### config.mk
export PLATFORM = sky130hd
export DESIGN_NAME = two_pin_gpio_port
export DESIGN_NICKNAME = d
export VERILOG_FILES = /design/src/hdl/gpio_port_pkg.sv /design/src/hdl/two_pin_gpio_port.sv
export VERILOG_INCLUDE_DIRS = /design/src /design/src/hdl
export SDC_FILE = /design/constraint.sdc
export NUM_CORES = 1
export LEC_CHECK = 0
export BUFFER_PORTS_ARGS = -buffer_cell sky130_fd_sc_hd__buf_2
export CORE_MARGIN = 2
export CORE_UTILIZATION = 47
export CTS_CLUSTER_DIAMETER = 120
export DETAILED_ROUTE_END_ITERATION = 16
export PLACE_DENSITY = 0.87
export SLEW_MARGIN = 25
export SYNTH_ARGS = -nofsm -noshare
export SYNTH_HDL_FRONTEND = slang
export SYNTH_SLANG_ARGS = --single-unit
export TNS_END_PERCENT = 100
### constraint.sdc
create_clock -name clk -period 1.5 [get_ports clk]
set_clock_uncertainty 0.15 [all_clocks]
set_input_delay 0.225 -clock clk [delete_from_list [all_inputs] [get_ports clk]]
set_output_delay 0.225 -clock clk [all_outputs]
set_load 0.05 [all_outputs]
### src/hdl/gpio_port_defs.svh
`ifndef GPIO_PORT_DEFS_SVH
`define GPIO_PORT_DEFS_SVH

`define ADDR_W 8
`define OFS_OUT_DATA 8'h28
`define OFS_READBACK 8'h29
`define OFS_DIRECTION 8'h2a
`define OFS_DRIVE 8'h2b
`define OFS_PULL_EN 8'h2c
`define OFS_POLARITY 8'h2d
`define OFS_IRQ_EN 8'h2e
`define OFS_IRQ_FLAGS 8'h2f
`define PIN_HI 7
`define PIN_LO 6
`define CFG_RESET 2'h0
`define SYNC_STAGES 2

`endif

### src/hdl/gpio_port_pkg.sv
package gpio_port_pkg;
   typedef logic [7:0] byte_type;
   typedef logic [1:0] pins_type;
endpackage : gpio_port_pkg

### src/hdl/two_pin_gpio_port.sv
`include "gpio_port_defs.svh"

module two_pin_gpio_port (
   input wire logic clk,
   input wire logic rst_n,
   input wire logic [`ADDR_W-1:0] addr,
   input wire gpio_port_pkg::byte_type wrData,
   input wire logic wrStb,
   input wire logic rdStb,
   output gpio_port_pkg::byte_type rdData,
   input wire gpio_port_pkg::pins_type pinIn,
   output gpio_port_pkg::pins_type pinOut,
   output gpio_port_pkg::pins_type pinOe_n,
   output gpio_port_pkg::pins_type reducedDrive,
   output gpio_port_pkg::pins_type pullUpEn,
   output gpio_port_pkg::pins_type pullDownEn,
   input wire gpio_port_pkg::pins_type wiredOrMode,
   output logic irq
);
   import gpio_port_pkg::*;

   pins_type outData_reg;
   pins_type dir_reg;
   pins_type drive_reg;
   pins_type pullEn_reg;
   pins_type polarity_reg;
   pins_type irqEn_reg;
   pins_type flags_reg;
   pins_type flags_next;
   pins_type syncA_reg;
   pins_type syncB_reg;
   pins_type prev_reg;
   pins_type edgeHit;
   pins_type wrBits;
   byte_type rdData_next;

   assign wrBits = wrData[`PIN_HI:`PIN_LO];

   ////////////////////////////////////////////////////////////////////////
   // Configuration registers, writable at any time
   always_ff @(posedge clk or negedge rst_n) begin
      if (!rst_n) begin
         outData_reg <= `CFG_RESET;
         dir_reg <= `CFG_RESET;
         drive_reg <= `CFG_RESET;
         pullEn_reg <= `CFG_RESET;
         polarity_reg <= `CFG_RESET;
         irqEn_reg <= `CFG_RESET;
      end else if (wrStb) begin
         case (addr)
            `OFS_OUT_DATA: outData_reg <= wrBits;
            `OFS_DIRECTION: dir_reg <= wrBits;
            `OFS_DRIVE: drive_reg <= wrBits;
            `OFS_PULL_EN: pullEn_reg <= wrBits;
            `OFS_POLARITY: polarity_reg <= wrBits;
            `OFS_IRQ_EN: irqEn_reg <= wrBits;
            default: ;
         endcase
      end
   end

   ////////////////////////////////////////////////////////////////////////
   // Pin drivers; pad resolves the analog side
   assign pinOut = outData_reg;
   assign pinOe_n = ~dir_reg;
   assign reducedDrive = drive_reg & dir_reg;
   // Pull only on inputs or wired-or outputs
   always_comb begin
      pins_type usable;
      usable = ~dir_reg | wiredOrMode;
      pullUpEn = pullEn_reg & usable & ~polarity_reg;
      pullDownEn = pullEn_reg & usable & polarity_reg;
   end

   ////////////////////////////////////////////////////////////////////////
   // Two-stage sync; readback lags direction changes by up to two cycles
   always_ff @(posedge clk or negedge rst_n) begin
      if (!rst_n) begin
         syncA_reg <= `CFG_RESET;
         syncB_reg <= `CFG_RESET;
         prev_reg <= `CFG_RESET;
      end else begin
         syncA_reg <= pinIn;
         syncB_reg <= syncA_reg;
         prev_reg <= syncB_reg;
      end
   end

   ////////////////////////////////////////////////////////////////////////
   // Edge flags; set wins over a simultaneous clear
   assign edgeHit = (polarity_reg & syncB_reg & ~prev_reg)
      | (~polarity_reg & ~syncB_reg & prev_reg);

   always_comb begin
      flags_next = flags_reg;
      if (wrStb && addr == `OFS_IRQ_FLAGS)
         flags_next = flags_next & ~wrBits;
      flags_next = flags_next | edgeHit;
   end

   always_ff @(posedge clk or negedge rst_n) begin
      if (!rst_n)
         flags_reg <= `CFG_RESET;
      else
         flags_reg <= flags_next;
   end

   assign irq = |(flags_reg & irqEn_reg);

   ////////////////////////////////////////////////////////////////////////
   // Read port, data one cycle after the strobe
   always_comb begin
      rdData_next = 8'h00;
      case (addr)
         `OFS_OUT_DATA: rdData_next[`PIN_HI:`PIN_LO] =
            (dir_reg & outData_reg) | (~dir_reg & syncB_reg);
         `OFS_READBACK: rdData_next[`PIN_HI:`PIN_LO] = syncB_reg;
         `OFS_DIRECTION: rdData_next[`PIN_HI:`PIN_LO] = dir_reg;
         `OFS_DRIVE: rdData_next[`PIN_HI:`PIN_LO] = drive_reg;
         `OFS_PULL_EN: rdData_next[`PIN_HI:`PIN_LO] = pullEn_reg;
         `OFS_POLARITY: rdData_next[`PIN_HI:`PIN_LO] = polarity_reg;
         `OFS_IRQ_EN: rdData_next[`PIN_HI:`PIN_LO] = irqEn_reg;
         `OFS_IRQ_FLAGS: rdData_next[`PIN_HI:`PIN_LO] = flags_reg;
         default: rdData_next = 8'h00;
      endcase
   end

   always_ff @(posedge clk or negedge rst_n) begin
      if (!rst_n)
         rdData <= 8'h00;
      else if (rdStb)
         rdData <= rdData_next;
      else
         rdData <= 8'h00;
   end

   ////////////////////////////////////////////////////////////////////////
   // Assertions, edge flags
   a_flag_sets_edge: assert property (
      @(posedge clk) disable iff (!rst_n)
      edgeHit[0] |=> flags_reg[0])
      else $error("edge did not set flag 0");

   a_flag_sets_edge1: assert property (
      @(posedge clk) disable iff (!rst_n)
      edgeHit[1] |=> flags_reg[1])
      else $error("edge did not set flag 1");

   a_no_stray_flag0: assert property (
      @(posedge clk) disable iff (!rst_n)
      (!flags_reg[0] && !edgeHit[0]) |=> !flags_reg[0])
      else $error("flag 0 set without edge");

   a_no_stray_flag1: assert property (
      @(posedge clk) disable iff (!rst_n)
      (!flags_reg[1] && !edgeHit[1]) |=> !flags_reg[1])
      else $error("flag 1 set without edge");

   a_prev_follows: assert property (
      @(posedge clk) disable iff (!rst_n)
      prev_reg == $past(syncB_reg))
      else $error("edge history stage wrong");

   a_rise_edge0: assert property (
      @(posedge clk) disable iff (!rst_n)
      (polarity_reg[0] && syncB_reg[0] && !prev_reg[0]) |=> flags_reg[0])
      else $error("rising edge missed on pin 6");

   a_fall_edge1: assert property (
      @(posedge clk) disable iff (!rst_n)
      (!polarity_reg[1] && !syncB_reg[1] && prev_reg[1]) |=> flags_reg[1])
      else $error("falling edge missed on pin 7");

   a_flag_w1c: assert property (
      @(posedge clk) disable iff (!rst_n)
      (wrStb && addr == `OFS_IRQ_FLAGS && wrData[6] && !edgeHit[0])
      |=> !flags_reg[0])
      else $error("write one did not clear flag");

   a_flag_w1c1: assert property (
      @(posedge clk) disable iff (!rst_n)
      (wrStb && addr == `OFS_IRQ_FLAGS && wrData[7] && !edgeHit[1])
      |=> !flags_reg[1])
      else $error("write one did not clear flag 1");

   a_flag_w0_keep: assert property (
      @(posedge clk) disable iff (!rst_n)
      (flags_reg[1] && !(wrStb && addr == `OFS_IRQ_FLAGS && wrData[7]))
      |=> flags_reg[1])
      else $error("flag dropped without clear");

   a_flag_w0_keep0: assert property (
      @(posedge clk) disable iff (!rst_n)
      (flags_reg[0] && !(wrStb && addr == `OFS_IRQ_FLAGS && wrData[6]))
      |=> flags_reg[0])
      else $error("flag 0 dropped without clear");

   a_set_wins0: assert property (
      @(posedge clk) disable iff (!rst_n)
      (edgeHit[0] && wrStb && addr == `OFS_IRQ_FLAGS && wrData[6])
      |=> flags_reg[0])
      else $error("clear beat a new edge");

   ////////////////////////////////////////////////////////////////////////
   // Assertions, interrupt line
   a_irq_level: assert property (
      @(posedge clk) disable iff (!rst_n)
      irq == |(flags_reg & irqEn_reg))
      else $error("irq mismatch");

   a_irq_pin0: assert property (
      @(posedge clk) disable iff (!rst_n)
      (flags_reg[0] && irqEn_reg[0]) |-> irq)
      else $error("enabled flag 0 gave no irq");

   a_irq_pin1: assert property (
      @(posedge clk) disable iff (!rst_n)
      (flags_reg[1] && irqEn_reg[1]) |-> irq)
      else $error("enabled flag 1 gave no irq");

   a_irq_mask0: assert property (
      @(posedge clk) disable iff (!rst_n)
      (!irqEn_reg[0] && !(flags_reg[1] && irqEn_reg[1])) |-> !irq)
      else $error("masked pin 6 raised irq");

   a_irq_mask1: assert property (
      @(posedge clk) disable iff (!rst_n)
      (!irqEn_reg[1] && !(flags_reg[0] && irqEn_reg[0])) |-> !irq)
      else $error("masked pin 7 raised irq");

   a_irq_none: assert property (
      @(posedge clk) disable iff (!rst_n)
      (flags_reg == 2'b00) |-> !irq)
      else $error("irq without any flag");

   ////////////////////////////////////////////////////////////////////////
   // Assertions, register access
   a_read_data: assert property (
      @(posedge clk) disable iff (!rst_n)
      (rdStb && addr == `OFS_OUT_DATA && dir_reg[1])
      |=> rdData[7] == $past(outData_reg[1]))
      else $error("output pin read wrong");

   a_read_out6: assert property (
      @(posedge clk) disable iff (!rst_n)
      (rdStb && addr == `OFS_OUT_DATA && dir_reg[0])
      |=> rdData[6] == $past(outData_reg[0]))
      else $error("output pin 6 read wrong");

   a_read_in6: assert property (
      @(posedge clk) disable iff (!rst_n)
      (rdStb && addr == `OFS_OUT_DATA && !dir_reg[0])
      |=> rdData[6] == $past(syncB_reg[0]))
      else $error("input pin 6 read wrong");

   a_read_in7: assert property (
      @(posedge clk) disable iff (!rst_n)
      (rdStb && addr == `OFS_OUT_DATA && !dir_reg[1])
      |=> rdData[7] == $past(syncB_reg[1]))
      else $error("input pin 7 read wrong");

   a_readback_pin: assert property (
      @(posedge clk) disable iff (!rst_n)
      (rdStb && addr == `OFS_READBACK) |=>
      rdData[7:6] == $past(syncB_reg))
      else $error("readback wrong");

   a_readback_ro: assert property (
      @(posedge clk) disable iff (!rst_n)
      (wrStb && addr == `OFS_READBACK) |=>
      ($stable(outData_reg) && $stable(dir_reg)))
      else $error("readback write changed state");

   a_low_bits_zero: assert property (
      @(posedge clk) disable iff (!rst_n)
      rdData[5:0] == 6'h00)
      else $error("unused bits nonzero");

   a_rd_idle_zero: assert property (
      @(posedge clk) disable iff (!rst_n)
      !rdStb |=> rdData == 8'h00)
      else $error("read data outside its cycle");

   a_cfg_write_dir: assert property (
      @(posedge clk) disable iff (!rst_n)
      (wrStb && addr == `OFS_DIRECTION) |=> dir_reg == $past(wrData[7:6]))
      else $error("direction write lost");

   a_cfg_write_pull: assert property (
      @(posedge clk) disable iff (!rst_n)
      (wrStb && addr == `OFS_PULL_EN) |=> pullEn_reg == $past(wrData[7:6]))
      else $error("pull enable write lost");

   a_cfg_hold: assert property (
      @(posedge clk) disable iff (!rst_n)
      !wrStb |=> ($stable(dir_reg) && $stable(polarity_reg)))
      else $error("config changed without write");

   ////////////////////////////////////////////////////////////////////////
   // Assertions, pin drivers
   a_oe_dir0: assert property (
      @(posedge clk) disable iff (!rst_n)
      pinOe_n[0] == !dir_reg[0])
      else $error("pin 6 enable wrong");

   a_oe_dir1: assert property (
      @(posedge clk) disable iff (!rst_n)
      pinOe_n[1] == !dir_reg[1])
      else $error("pin 7 enable wrong");

   a_pin_out: assert property (
      @(posedge clk) disable iff (!rst_n)
      pinOut == outData_reg)
      else $error("pin output not the latch");

   a_drive_input: assert property (
      @(posedge clk) disable iff (!rst_n)
      !dir_reg[1] |-> !reducedDrive[1])
      else $error("reduced drive on input");

   a_drive_input0: assert property (
      @(posedge clk) disable iff (!rst_n)
      !dir_reg[0] |-> !reducedDrive[0])
      else $error("reduced drive on input 6");

   a_drive_out0: assert property (
      @(posedge clk) disable iff (!rst_n)
      dir_reg[0] |-> reducedDrive[0] == drive_reg[0])
      else $error("drive select lost on pin 6");

   a_drive_out1: assert property (
      @(posedge clk) disable iff (!rst_n)
      dir_reg[1] |-> reducedDrive[1] == drive_reg[1])
      else $error("drive select lost on pin 7");

   a_pull_pushpull: assert property (
      @(posedge clk) disable iff (!rst_n)
      (dir_reg[0] && !wiredOrMode[0]) |-> !(pullUpEn[0] || pullDownEn[0]))
      else $error("pull on push-pull");

   a_pull_pushpull1: assert property (
      @(posedge clk) disable iff (!rst_n)
      (dir_reg[1] && !wiredOrMode[1]) |-> !(pullUpEn[1] || pullDownEn[1]))
      else $error("pull on push-pull 7");

   a_pull_input0: assert property (
      @(posedge clk) disable iff (!rst_n)
      (!dir_reg[0] && pullEn_reg[0]) |-> (pullUpEn[0] || pullDownEn[0]))
      else $error("no pull on input 6");

   a_pull_input1: assert property (
      @(posedge clk) disable iff (!rst_n)
      (!dir_reg[1] && pullEn_reg[1]) |-> (pullUpEn[1] || pullDownEn[1]))
      else $error("no pull on input 7");

   a_pull_wired0: assert property (
      @(posedge clk) disable iff (!rst_n)
      (dir_reg[0] && wiredOrMode[0] && pullEn_reg[0])
      |-> (pullUpEn[0] || pullDownEn[0]))
      else $error("no pull on wired-or 6");

   a_pull_off: assert property (
      @(posedge clk) disable iff (!rst_n)
      (pullEn_reg == 2'b00) |-> ((pullUpEn | pullDownEn) == 2'b00))
      else $error("pull without enable");

   a_pull_polar_up: assert property (
      @(posedge clk) disable iff (!rst_n)
      ((pullUpEn & polarity_reg) == 2'b00))
      else $error("pull-up with rising polarity");

   a_pull_polar_dn: assert property (
      @(posedge clk) disable iff (!rst_n)
      ((pullDownEn & ~polarity_reg) == 2'b00))
      else $error("pull-down with falling polarity");

   a_pull_exclusive: assert property (
      @(posedge clk) disable iff (!rst_n)
      ((pullUpEn & pullDownEn) == 2'b00))
      else $error("both pulls on");

   ////////////////////////////////////////////////////////////////////////
   // Assertions, synchroniser
   a_sync_stage1: assert property (
      @(posedge clk) disable iff (!rst_n)
      syncA_reg == $past(pinIn))
      else $error("first sync stage wrong");

   a_sync_latency: assert property (
      @(posedge clk) disable iff (!rst_n)
      ##2 syncB_reg == $past(pinIn, 2))
      else $error("sync depth wrong");

   c_wired_pull: cover property (@(posedge clk) disable iff (!rst_n)
      dir_reg[1] && wiredOrMode[1] && pullUpEn[1]);

   c_rise_irq: cover property (@(posedge clk) disable iff (!rst_n)
      polarity_reg[0] && edgeHit[0] ##1 irq);
   c_fall_flag: cover property (@(posedge clk) disable iff (!rst_n)
      !polarity_reg[1] && edgeHit[1]);
   c_clear_race: cover property (@(posedge clk) disable iff (!rst_n)
      edgeHit[0] && wrStb && addr == `OFS_IRQ_FLAGS && wrData[6]);
   c_read_in: cover property (@(posedge clk) disable iff (!rst_n)
      rdStb && addr == `OFS_OUT_DATA && !dir_reg[0]);
endmodule : two_pin_gpio_port
==> results.toml, run 1 <==
[run_status]
status = "finished, violations left"
violations = "setup timing"

[global_routing]
antenna_found_initial = 0
grt_max_degree = 23
groute.usage.overall_pct = 20.74
grt_pass1_wl_um = 4105
grt_pass1_vias = 909
grt.overflow.total = 0

[critical_path]
worst-path-stages = 4
cp_max_fo = 2
worstPathArrival_ns = 1.26
critPathLaunchType = "flip-flop"
slowest_stage = "dfrtp_1"
critPathKind = "flip-flop to primary output"
r2r_slack_ns = 0.06
critPathTopFamily = "flip-flops"
critPathBufInv = 2
required_ns = 1.12
slowest_delay_ns = 0.42
end_kind = "primary output"
rr_worst_depth = 5
critPathLaunch = "dir_reg[1]"
crit_chain = "clkinvlp_4 > o21ai_4 > nor2_4 > buf_6"
r2r_start = "dir_reg[0]"
timing.critical_path.to = "pullUpEn[1]"
rr_endpoint = "rdData[6]"

[flow_run]
max_cap_viol_count = 0

[timing]
period_minus_slack_ns = 1.639
finalCritPeriodShare_pct = 109.2
setup_viol = 9
hold_viol = 0
rsz0062_at_grt = "yes"
clock.fmax_mhz = 610.3
drv_slew = 0
tns_ns = -0.6944
layout_setup_ws_ns = -0.1386

[logic_synthesis]
synth_top_area_share_pct = 49.27
yosysUniqueCellTypes = 25
synthTopCellsByArea = "dfrtp_1 49%, mux2_2 12%, buf_4 4.0%"
netlist_area_sq_um = 1117
yosysWarnings = 0
synth-seq-area-share_pct = 49.27
synth-async-reset-ratio_pct = 100.0
ys_top_cells_by_count = "22 x dfrtp_1, 12 x mux2_2, 12 x nor2_1"
synth_edf_count = 0
yosysTopAreaCell = "dfrtp_1"
synth.most_common_cell = "dfrtp_1"
synth-main-ff-cell = "dfrtp_1"
synthCells = 104
syn_area_per_cell_sq_um = 10.74
synth_seq_cells = 22

[routing]
firstDrtPassIters = 4
finalWirelength_um = 2420
drt-initial-drc-count = 35
avgViaCountPerCell = 5.257
drc = 0
dr_total_vias = 920
ant_nets = 0
wl_per_cell_um = 13.83

[placement]
postPlaceCellArea_sq_um = 1331
post-place-ws_ns = -0.09804
io_buffers = 30
place_hpwl_um = 1658
place_congestion = 0.7878

[worst_hold_path]
hp-class = "primary input to flip-flop"

[die]
initial_utilization_pct = 50.03
die_x_um = 52.76
pin_count = 43
num_rows = 17
die_area_sq_um = 2783
coreArea_sq_um = 2233
die_height_um = 52.76

[clocking]
clkLatencyLatePin_ns = 0.31
cts.sinks = 22
cts_max_level = 1
cts_made_buffers = 3
cts_tree = "yes"
cts_buffer_depth = 2
cts-root-buf = "clkbuf_4"
cts.reportedPaths.clkPinSlew_ns = 0.13

[finish]
multi_input_area_sq_um = 585.6
fill_cells = 171
antenna_cells = 0
fin_nets = 172
layout-drive-gt1-share_pct = 50.34
finalInstanceArea_sq_um = 1546
synthToLayoutAreaGrowth_pct = 38.41
regArea_sq_um = 550.5

[power]
peakVddDrop_mv = 0.7339
p_per_area_nw_per_um2 = 863.2
p_leak_nw = 0.7290
switching_share_pct = 27.03
clkPwrFrac_pct = 34.5
p_int_uw = 974.1
switching_power_uw = 360.8
comb_power_share_pct = 17.6
power_frac_seq_pct = 47.9
-- repair_timing --
item	4_1_cts	5_1_grt
gates resized for setup	20	6
pin swaps	3	3
endpoints found under the setup margin	8	10
buffers inserted	5	1
hold endpoints to repair	24	0
hold buffers	3	0
-- cell type report --
| type | count | share of cell area, % |
|---|---|---|
| clock buffers | 3 | 1.456 |
| inverters | 4 | 1.456 |
| repair buffers | 41 | 19.42 |
| well taps | 28 | 2.265 |
| clock inverters | 1 | 1.942 |
| multi-input cells | 76 | 37.86 |
| flip-flops and latches | 22 | 35.60 |
-- through the flow --
stage	hold WS, ns	power (mW)	utilization [%]	cells
6_report	0.07589	1.335	69.24	175
5_1_grt	0.06975	1.398	69.24	175
4_1_cts	0.09199	1.326	68.18	174
3_5_place_dp	0.06299	0.8506	59.61	162
3_3_place_gp	0.04865	0.8445	59.61	162
2_1_floorplan	-0.2206	0.7920	-	109
-- layout by cell type, fill, tap and decap left out --
cell / Yosys / layout
a22o_1: 1 / 1
or2_2: 2 / 2
nor2b_2: 0 / 1
nand2_1: 11 / 11
a21oi_1: 4 / 3
a21oi_2: 0 / 1
nor2_1: 12 / 8
or3b_1: 1 / 1
conb_1: 1 / 6
dfrtp_1: 22 / 22
nor2_4: 0 / 4
o31a_1: 2 / 2
nand2b_4: 1 / 1
nor2b_1: 2 / 1
buf_4: 6 / 7
and2_4: 0 / 1
a221o_1: 2 / 2
nand3_1: 3 / 3
mux2_2: 12 / 12
buf_2: 1 / 21
o22ai_1: 2 / 2
buf_6: 0 / 10
o21ai_4: 0 / 2
o21ai_0: 4 / 1
and3_2: 2 / 2
dlygate4sd3_1: 0 / 3
inv_1: 4 / 2
mux2i_1: 4 / 4
clkinvlp_4: 0 / 2
and3b_4: 1 / 1
and3_4: 1 / 1
o21ai_2: 0 / 1
nor4b_4: 1 / 1
bufinv_16: 0 / 1
and2_1: 2 / 1
clkbuf_4: 0 / 3
-- power groups by stage --
stage	sequential [mW]	clock [mW]	combinational (mW)
2_1_floorplan	0.654	0	0.138
3_3_place_gp	0.648	0	0.196
3_5_place_dp	0.650	0	0.201
4_1_cts	0.638	0.456	0.232
5_1_grt	0.643	0.502	0.252
6_report	0.639	0.460	0.236
-- worst min-delay path by stage --
stage / from / to / slack, ns / depth (start not counted)
4_1_cts: wrData[7] / pinOut[1] / 0.09 / 2
6_report: wrData[7] / pinOut[1] / 0.08 / 2
3_5_place_dp: rst_n / syncB_reg[1] / 0.06 / 1
5_1_grt: wrData[7] / irqEn_reg[1] / 0.07 / 2
2_1_floorplan: rst_n / dir_reg[0] / -0.22 / 0
3_3_place_gp: rst_n / syncA_reg[1] / 0.05 / 1
-- layer usage --
layer,vias to the layer above,wire [um],track usage (%)
li1,437,-,-
met1,443,1002,26.70
met2,37,1272,33.54
met3,3,120,3.714
met4,0,25,9.829
met5,-,0,0
-- kinds of logic after synthesis --
logic type	share of synthesized area, %
AO/OA/AOI/OAI	8.847
multiplexers	15.68
AND/OR/NAND/NOR	20.04
flip-flops	49.27
buffers and inverters	5.822
other	0.3356
Power figures use the tool's default switching activity.
==> inputs of run 2 (changes only) <==
Settings changed: SETUP_SLACK_MARGIN from default to 0.02.
==> run 2 against run 1 <==
Net effect: the run still ends with setup timing left; critical path type unchanged; highest routed layer unchanged; cell count up 0.57%; worst hold slack improved by 0.012 ns; wire length fell by 3.7%; worst setup slack improved by 0.018 ns; design area is essentially flat; sequential share of layout area about the same; first-iteration DRC count shrank 40%; count of clock-buffer cells in the layout stayed put; register-to-register slack worse by 0.05 ns.
==> results.toml, run 2 (same netlist as run 1, synthesis figures left out) <==
[power]
power_frac_seq_pct = 48.4
switching_share_pct = 25.97
finalPower_mw = 1.319
peakVddDrop_mv = 0.6048
p_int_uw = 976.1
comb_power_share_pct = 18.0
switching_power_uw = 342.4
clkPwrFrac_pct = 33.6
p_leak_nw = 0.7337
p_per_area_nw_per_um2 = 853.3

[global_routing]
met1_usage_pct = 23.08
grt_pass1_wl_um = 4002
antenna_found_initial = 0
use_met2_pct = 35.63
grt_pass1_vias = 954
globalRoute.busiestLayer = "met2"
grt_max_degree = 23
groute.usage.overall_pct = 19.49
grt.overflow.total = 0
grtUsageMet3_pct = 3.714

[finish]
finalInstanceArea_sq_um = 1545
final_cell_mix = "22 x dfrtp_1, 21 x buf_2, 12 x mux2_2, 11 x nand2_1, 9 x buf_6"
fin_nets = 173
final_common_cell = "dfrtp_1"
synthToLayoutAreaGrowth_pct = 38.30
layout-drive-gt1-share_pct = 47.97
antenna_cells = 0

[flow_run]
max_cap_viol_count = 0

[critical_path]
critPathKind = "flip-flop to primary output"
end_kind = "primary output"
worstPathArrival_ns = 1.25
required_ns = 1.12
critPathLaunchType = "flip-flop"
cp_max_fo = 2

[timing]
rsz0062_at_grt = "yes"
hold_viol = 0
period_minus_slack_ns = 1.621
hold_ws_ns = 0.08760
setup_viol = 8
finalCritPeriodShare_pct = 108.1
clock.fmax_mhz = 616.9
drv_slew = 0
layout_setup_ws_ns = -0.1209

[placement]
postPlaceCellArea_sq_um = 1346
io_buffers = 30
place_congestion = 0.8323
place_hpwl_um = 1760

[clocking]
cts-root-buf = "clkbuf_4"
cts_made_buffers = 3
cts_tree = "yes"
clkLatencyLatePin_ns = 0.29
cts_buffer_depth = 2
cts_max_level = 1
cts.sinks = 22
cts.reportedPaths.clkPinSlew_ns = 0.12

[worst_hold_path]
hp-class = "primary input to flip-flop"

[routing]
drc = 0
firstDrtPassIters = 4
wl_per_cell_um = 13.24
drt-initial-drc-count = 21
ant_nets = 0
finalWirelength_um = 2331
dr_total_vias = 911
avgViaCountPerCell = 5.176

[die]
die_height_um = 52.76
die_x_um = 52.76
num_rows = 17
coreArea_sq_um = 2233
die_area_sq_um = 2783
pin_count = 43
initial_utilization_pct = 50.03

[run_status]
status = "finished, violations left"
violations = "setup timing"
==> run 2: cell count changes in the layout (fill, tap and decap cells not counted), sizes merged <==
cell,change
buf,+1
==> run 2: area by class of cell <==
class,instances,area (sq um)
flip-flops and latches,22,550.5
inverters,4,22.52
multi-input cells,76,573.1
repair buffers,42,311.5
clock inverters,1,30.03
fillers,174,688.2
well taps,28,35.03
clock buffers,3,22.52
==> run 2: repair_timing <==
| item | CTS | global route |
|---|---|---|
| pin swaps | 2 | 0 |
| setup buffers | 5 | 2 |
| hold buffers | 3 | 0 |
| hold endpoints to repair | 24 | 0 |
| setup endpoints to repair | 9 | 11 |
| gates resized for setup | 18 | 4 |
==> run 2: critical path: stages (launching register included) <==
cell	delay, ns
dfrtp_1	0.42
clkinvlp_4	0.13
o21ai_4	0.20
nor2_4	0.04
buf_6	0.15
==> run 2: path summary, 6_finish.rpt <==
check	startpoint	end	slack, ns	cells past startpoint
hold reg to reg	syncA_reg[1]	syncB_reg[1]	0.21	0
max in group asynchronous	rst_n	polarity_reg[0]	0.63	2
setup reg to reg	dir_reg[1]	rdData[7]	0.01	6
min in group asynchronous	rst_n	drive_reg[0]	0.23	2
setup / recovery	dir_reg[1]	pullUpEn[1]	-0.12	4
hold / removal	wrData[6]	drive_reg[0]	0.09	2
==> run 2: metrics by stage <==
| stage | worst slack [ns] | util (%) | TNS, ns | instances |
|---|---|---|---|---|
| finish | -0.1209 | 69.19 | -0.6662 | 176 |
| global route | -0.1866 | 69.19 | -1.253 | 176 |
| CTS | -0.1225 | 68.24 | -0.5815 | 174 |
| detailed placement | -0.1294 | 60.28 | -0.8796 | 162 |
| global placement | -0.07050 | 60.28 | -0.4421 | 162 |
| floorplan | 0.02015 | - | 0 | 109 |
==> run 2: power groups by stage <==
stage / Combinational, mW / Sequential [mW] / Clock [mW]
3_5_place_dp: 0.205 / 0.651 / 0
6_report: 0.237 / 0.639 / 0.443
2_1_floorplan: 0.140 / 0.655 / 0
4_1_cts: 0.232 / 0.638 / 0.456
5_1_grt: 0.255 / 0.643 / 0.493
3_3_place_gp: 0.199 / 0.649 / 0
==> run 2: routing by layer <==
metal  vias up  share of wire [%]
met5         -                  0
met4         0               0.56
met3         2                6.0
met2        40                 54
met1       435                 39
li1        434                  -
==> inputs of run 3 (changes only) <==
Settings changed: RECOVER_POWER from default to 50.
==> run 3 against run 2 <==
Net effect: the flow still finishes with violations (setup timing); combinational power about the same; worst hold slack about the same; design area unchanged; die area unchanged; worst setup slack about the same; cell count unchanged; sequential share of layout area unchanged.
==> results.toml, run 3 (same netlist as run 1, synthesis figures left out) <==
[critical_path]
rr_worst_depth = 6
timing.critical_path.to = "pullUpEn[1]"
worstPathArrival_ns = 1.25
r2r_slack_ns = 0.01
critPathKind = "flip-flop to primary output"
rr_endpoint = "rdData[7]"
critPathLaunchType = "flip-flop"
critPathLaunch = "dir_reg[1]"
end_kind = "primary output"
cp_max_fo = 2
r2r_start = "dir_reg[1]"
required_ns = 1.12

[clocking]
cts_made_buffers = 3
cts.sinks = 22
cts-root-buf = "clkbuf_4"
cts_max_level = 1
clkLatencyLatePin_ns = 0.29
cts.reportedPaths.clkPinSlew_ns = 0.12
cts_buffer_depth = 2
cts_tree = "yes"

[global_routing]
grt_pass1_wl_um = 4002
grt_pass1_vias = 954
antenna_found_initial = 0
grt.overflow.total = 0
grt_max_degree = 23
groute.usage.overall_pct = 19.49

[timing]
slew-limit-headroom_pct = 64.63
drv_slew = 0
hold_viol = 0
finalCritPeriodShare_pct = 108.1
rsz0062_at_grt = "yes"
layout_setup_ws_ns = -0.1211
period_minus_slack_ns = 1.621
setup_viol = 8
hold_ws_ns = 0.08751
worst_slew_pin_slew_ns = 0.5306
clock.fmax_mhz = 616.9

[finish]
antenna_cells = 0
final_cell_mix = "22 x dfrtp_1, 20 x buf_2, 12 x mux2_2, 11 x nand2_1, 9 x buf_6"
layout-drive-gt1-share_pct = 47.97
fin_nets = 173
synthToLayoutAreaGrowth_pct = 38.30
finalInstanceArea_sq_um = 1545
fill_cells = 174
final_common_cell = "dfrtp_1"
final_cells = 176

[die]
die_x_um = 52.76
die_height_um = 52.76
die_area_sq_um = 2783
coreArea_sq_um = 2233
initial_utilization_pct = 50.03
num_rows = 17
pin_count = 43

[routing]
firstDrtPassIters = 4
wl_per_cell_um = 13.24
dr_total_vias = 911
ant_nets = 0
drt-initial-drc-count = 21
drc = 0
finalWirelength_um = 2331
avgViaCountPerCell = 5.176

[placement]
place_congestion = 0.8323
place_hpwl_um = 1760
postPlaceCellArea_sq_um = 1346
placed_cells = 162
io_buffers = 30

[power]
p_int_uw = 976.1
finalPower_mw = 1.319
peakVddDrop_mv = 0.6049
p_per_area_nw_per_um2 = 853.4
clkPwrFrac_pct = 33.6
p_leak_nw = 0.7339
power_frac_seq_pct = 48.4
switching_share_pct = 25.98
comb_power_share_pct = 18.0
switching_power_uw = 342.5

[flow_run]
max_cap_viol_count = 0

[run_status]
status = "finished, violations left"
violations = "setup timing"

[worst_hold_path]
hp-class = "primary input to flip-flop"
hp-start = "wrData[6]"
==> run 3: cell type report <==
type | count | area [sq um] | share of cell area (%)
Tap cell | 28 | 35.03 | 2.267
Timing Repair Buffer | 42 | 311.5 | 20.16
Clock buffer | 3 | 22.52 | 1.457
Clock inverter | 1 | 30.03 | 1.943
Inverter | 4 | 22.52 | 1.457
Multi-Input combinational cell | 76 | 573.1 | 37.09
Sequential cell | 22 | 550.5 | 35.63
==> run 3: metal layers <==
layer	vias up	share of wire [%]	GRT usage, %
met3	2	6.0	3.714
met1	435	39	23.08
li1	434	-	-
met2	40	54	35.63
met5	-	0	0
met4	0	0.56	5.128
==> run 3: critical path: stages, from the launching register on <==
cell	delay [ns]
dfrtp_1	0.42
clkinvlp_4	0.13
o21ai_4	0.20
nor2_4	0.04
buf_6	0.15
==> run 3: how the worst min path moves through the flow <==
stage                         to  slack (ns)  cells after the start
detailed placement  drive_reg[1]        0.06                      1
finish              drive_reg[0]        0.09                      2
floorplan             dir_reg[0]       -0.22                      0
global placement       pinOut[1]        0.05                      1
global route        drive_reg[0]        0.08                      2
CTS                 drive_reg[0]        0.09                      2
==> run 3: metrics by stage <==
stage / setup WS, ns / setup TNS (ns) / util [%]
3_5_place_dp: -0.1294 / -0.8796 / 60.28
6_report: -0.1211 / -0.6671 / 69.19
5_1_grt: -0.1866 / -1.253 / 69.19
3_3_place_gp: -0.07050 / -0.4421 / 60.28
2_1_floorplan: 0.02015 / 0 / -
4_1_cts: -0.1225 / -0.5815 / 68.24
==> run 3: power groups by stage <==
stage | clock network [mW] | registers, mW | logic, mW
after floorplan | 0 | 0.655 | 0.140
after global placement | 0 | 0.649 | 0.199
after detailed placement | 0 | 0.651 | 0.205
after CTS | 0.456 | 0.638 | 0.232
after global routing | 0.493 | 0.643 | 0.255
final | 0.443 | 0.639 | 0.237
==> run 3: timing repair <==
action / 4_1_cts / 5_1_grt
pin swaps: 2 / 0
hold buffers: 3 / 0
resized for setup: 18 / 4
setup endpoints to repair: 9 / 11
cloned: 0 / 0
endpoints found under the hold margin: 24 / 0
buffers inserted: 5 / 2
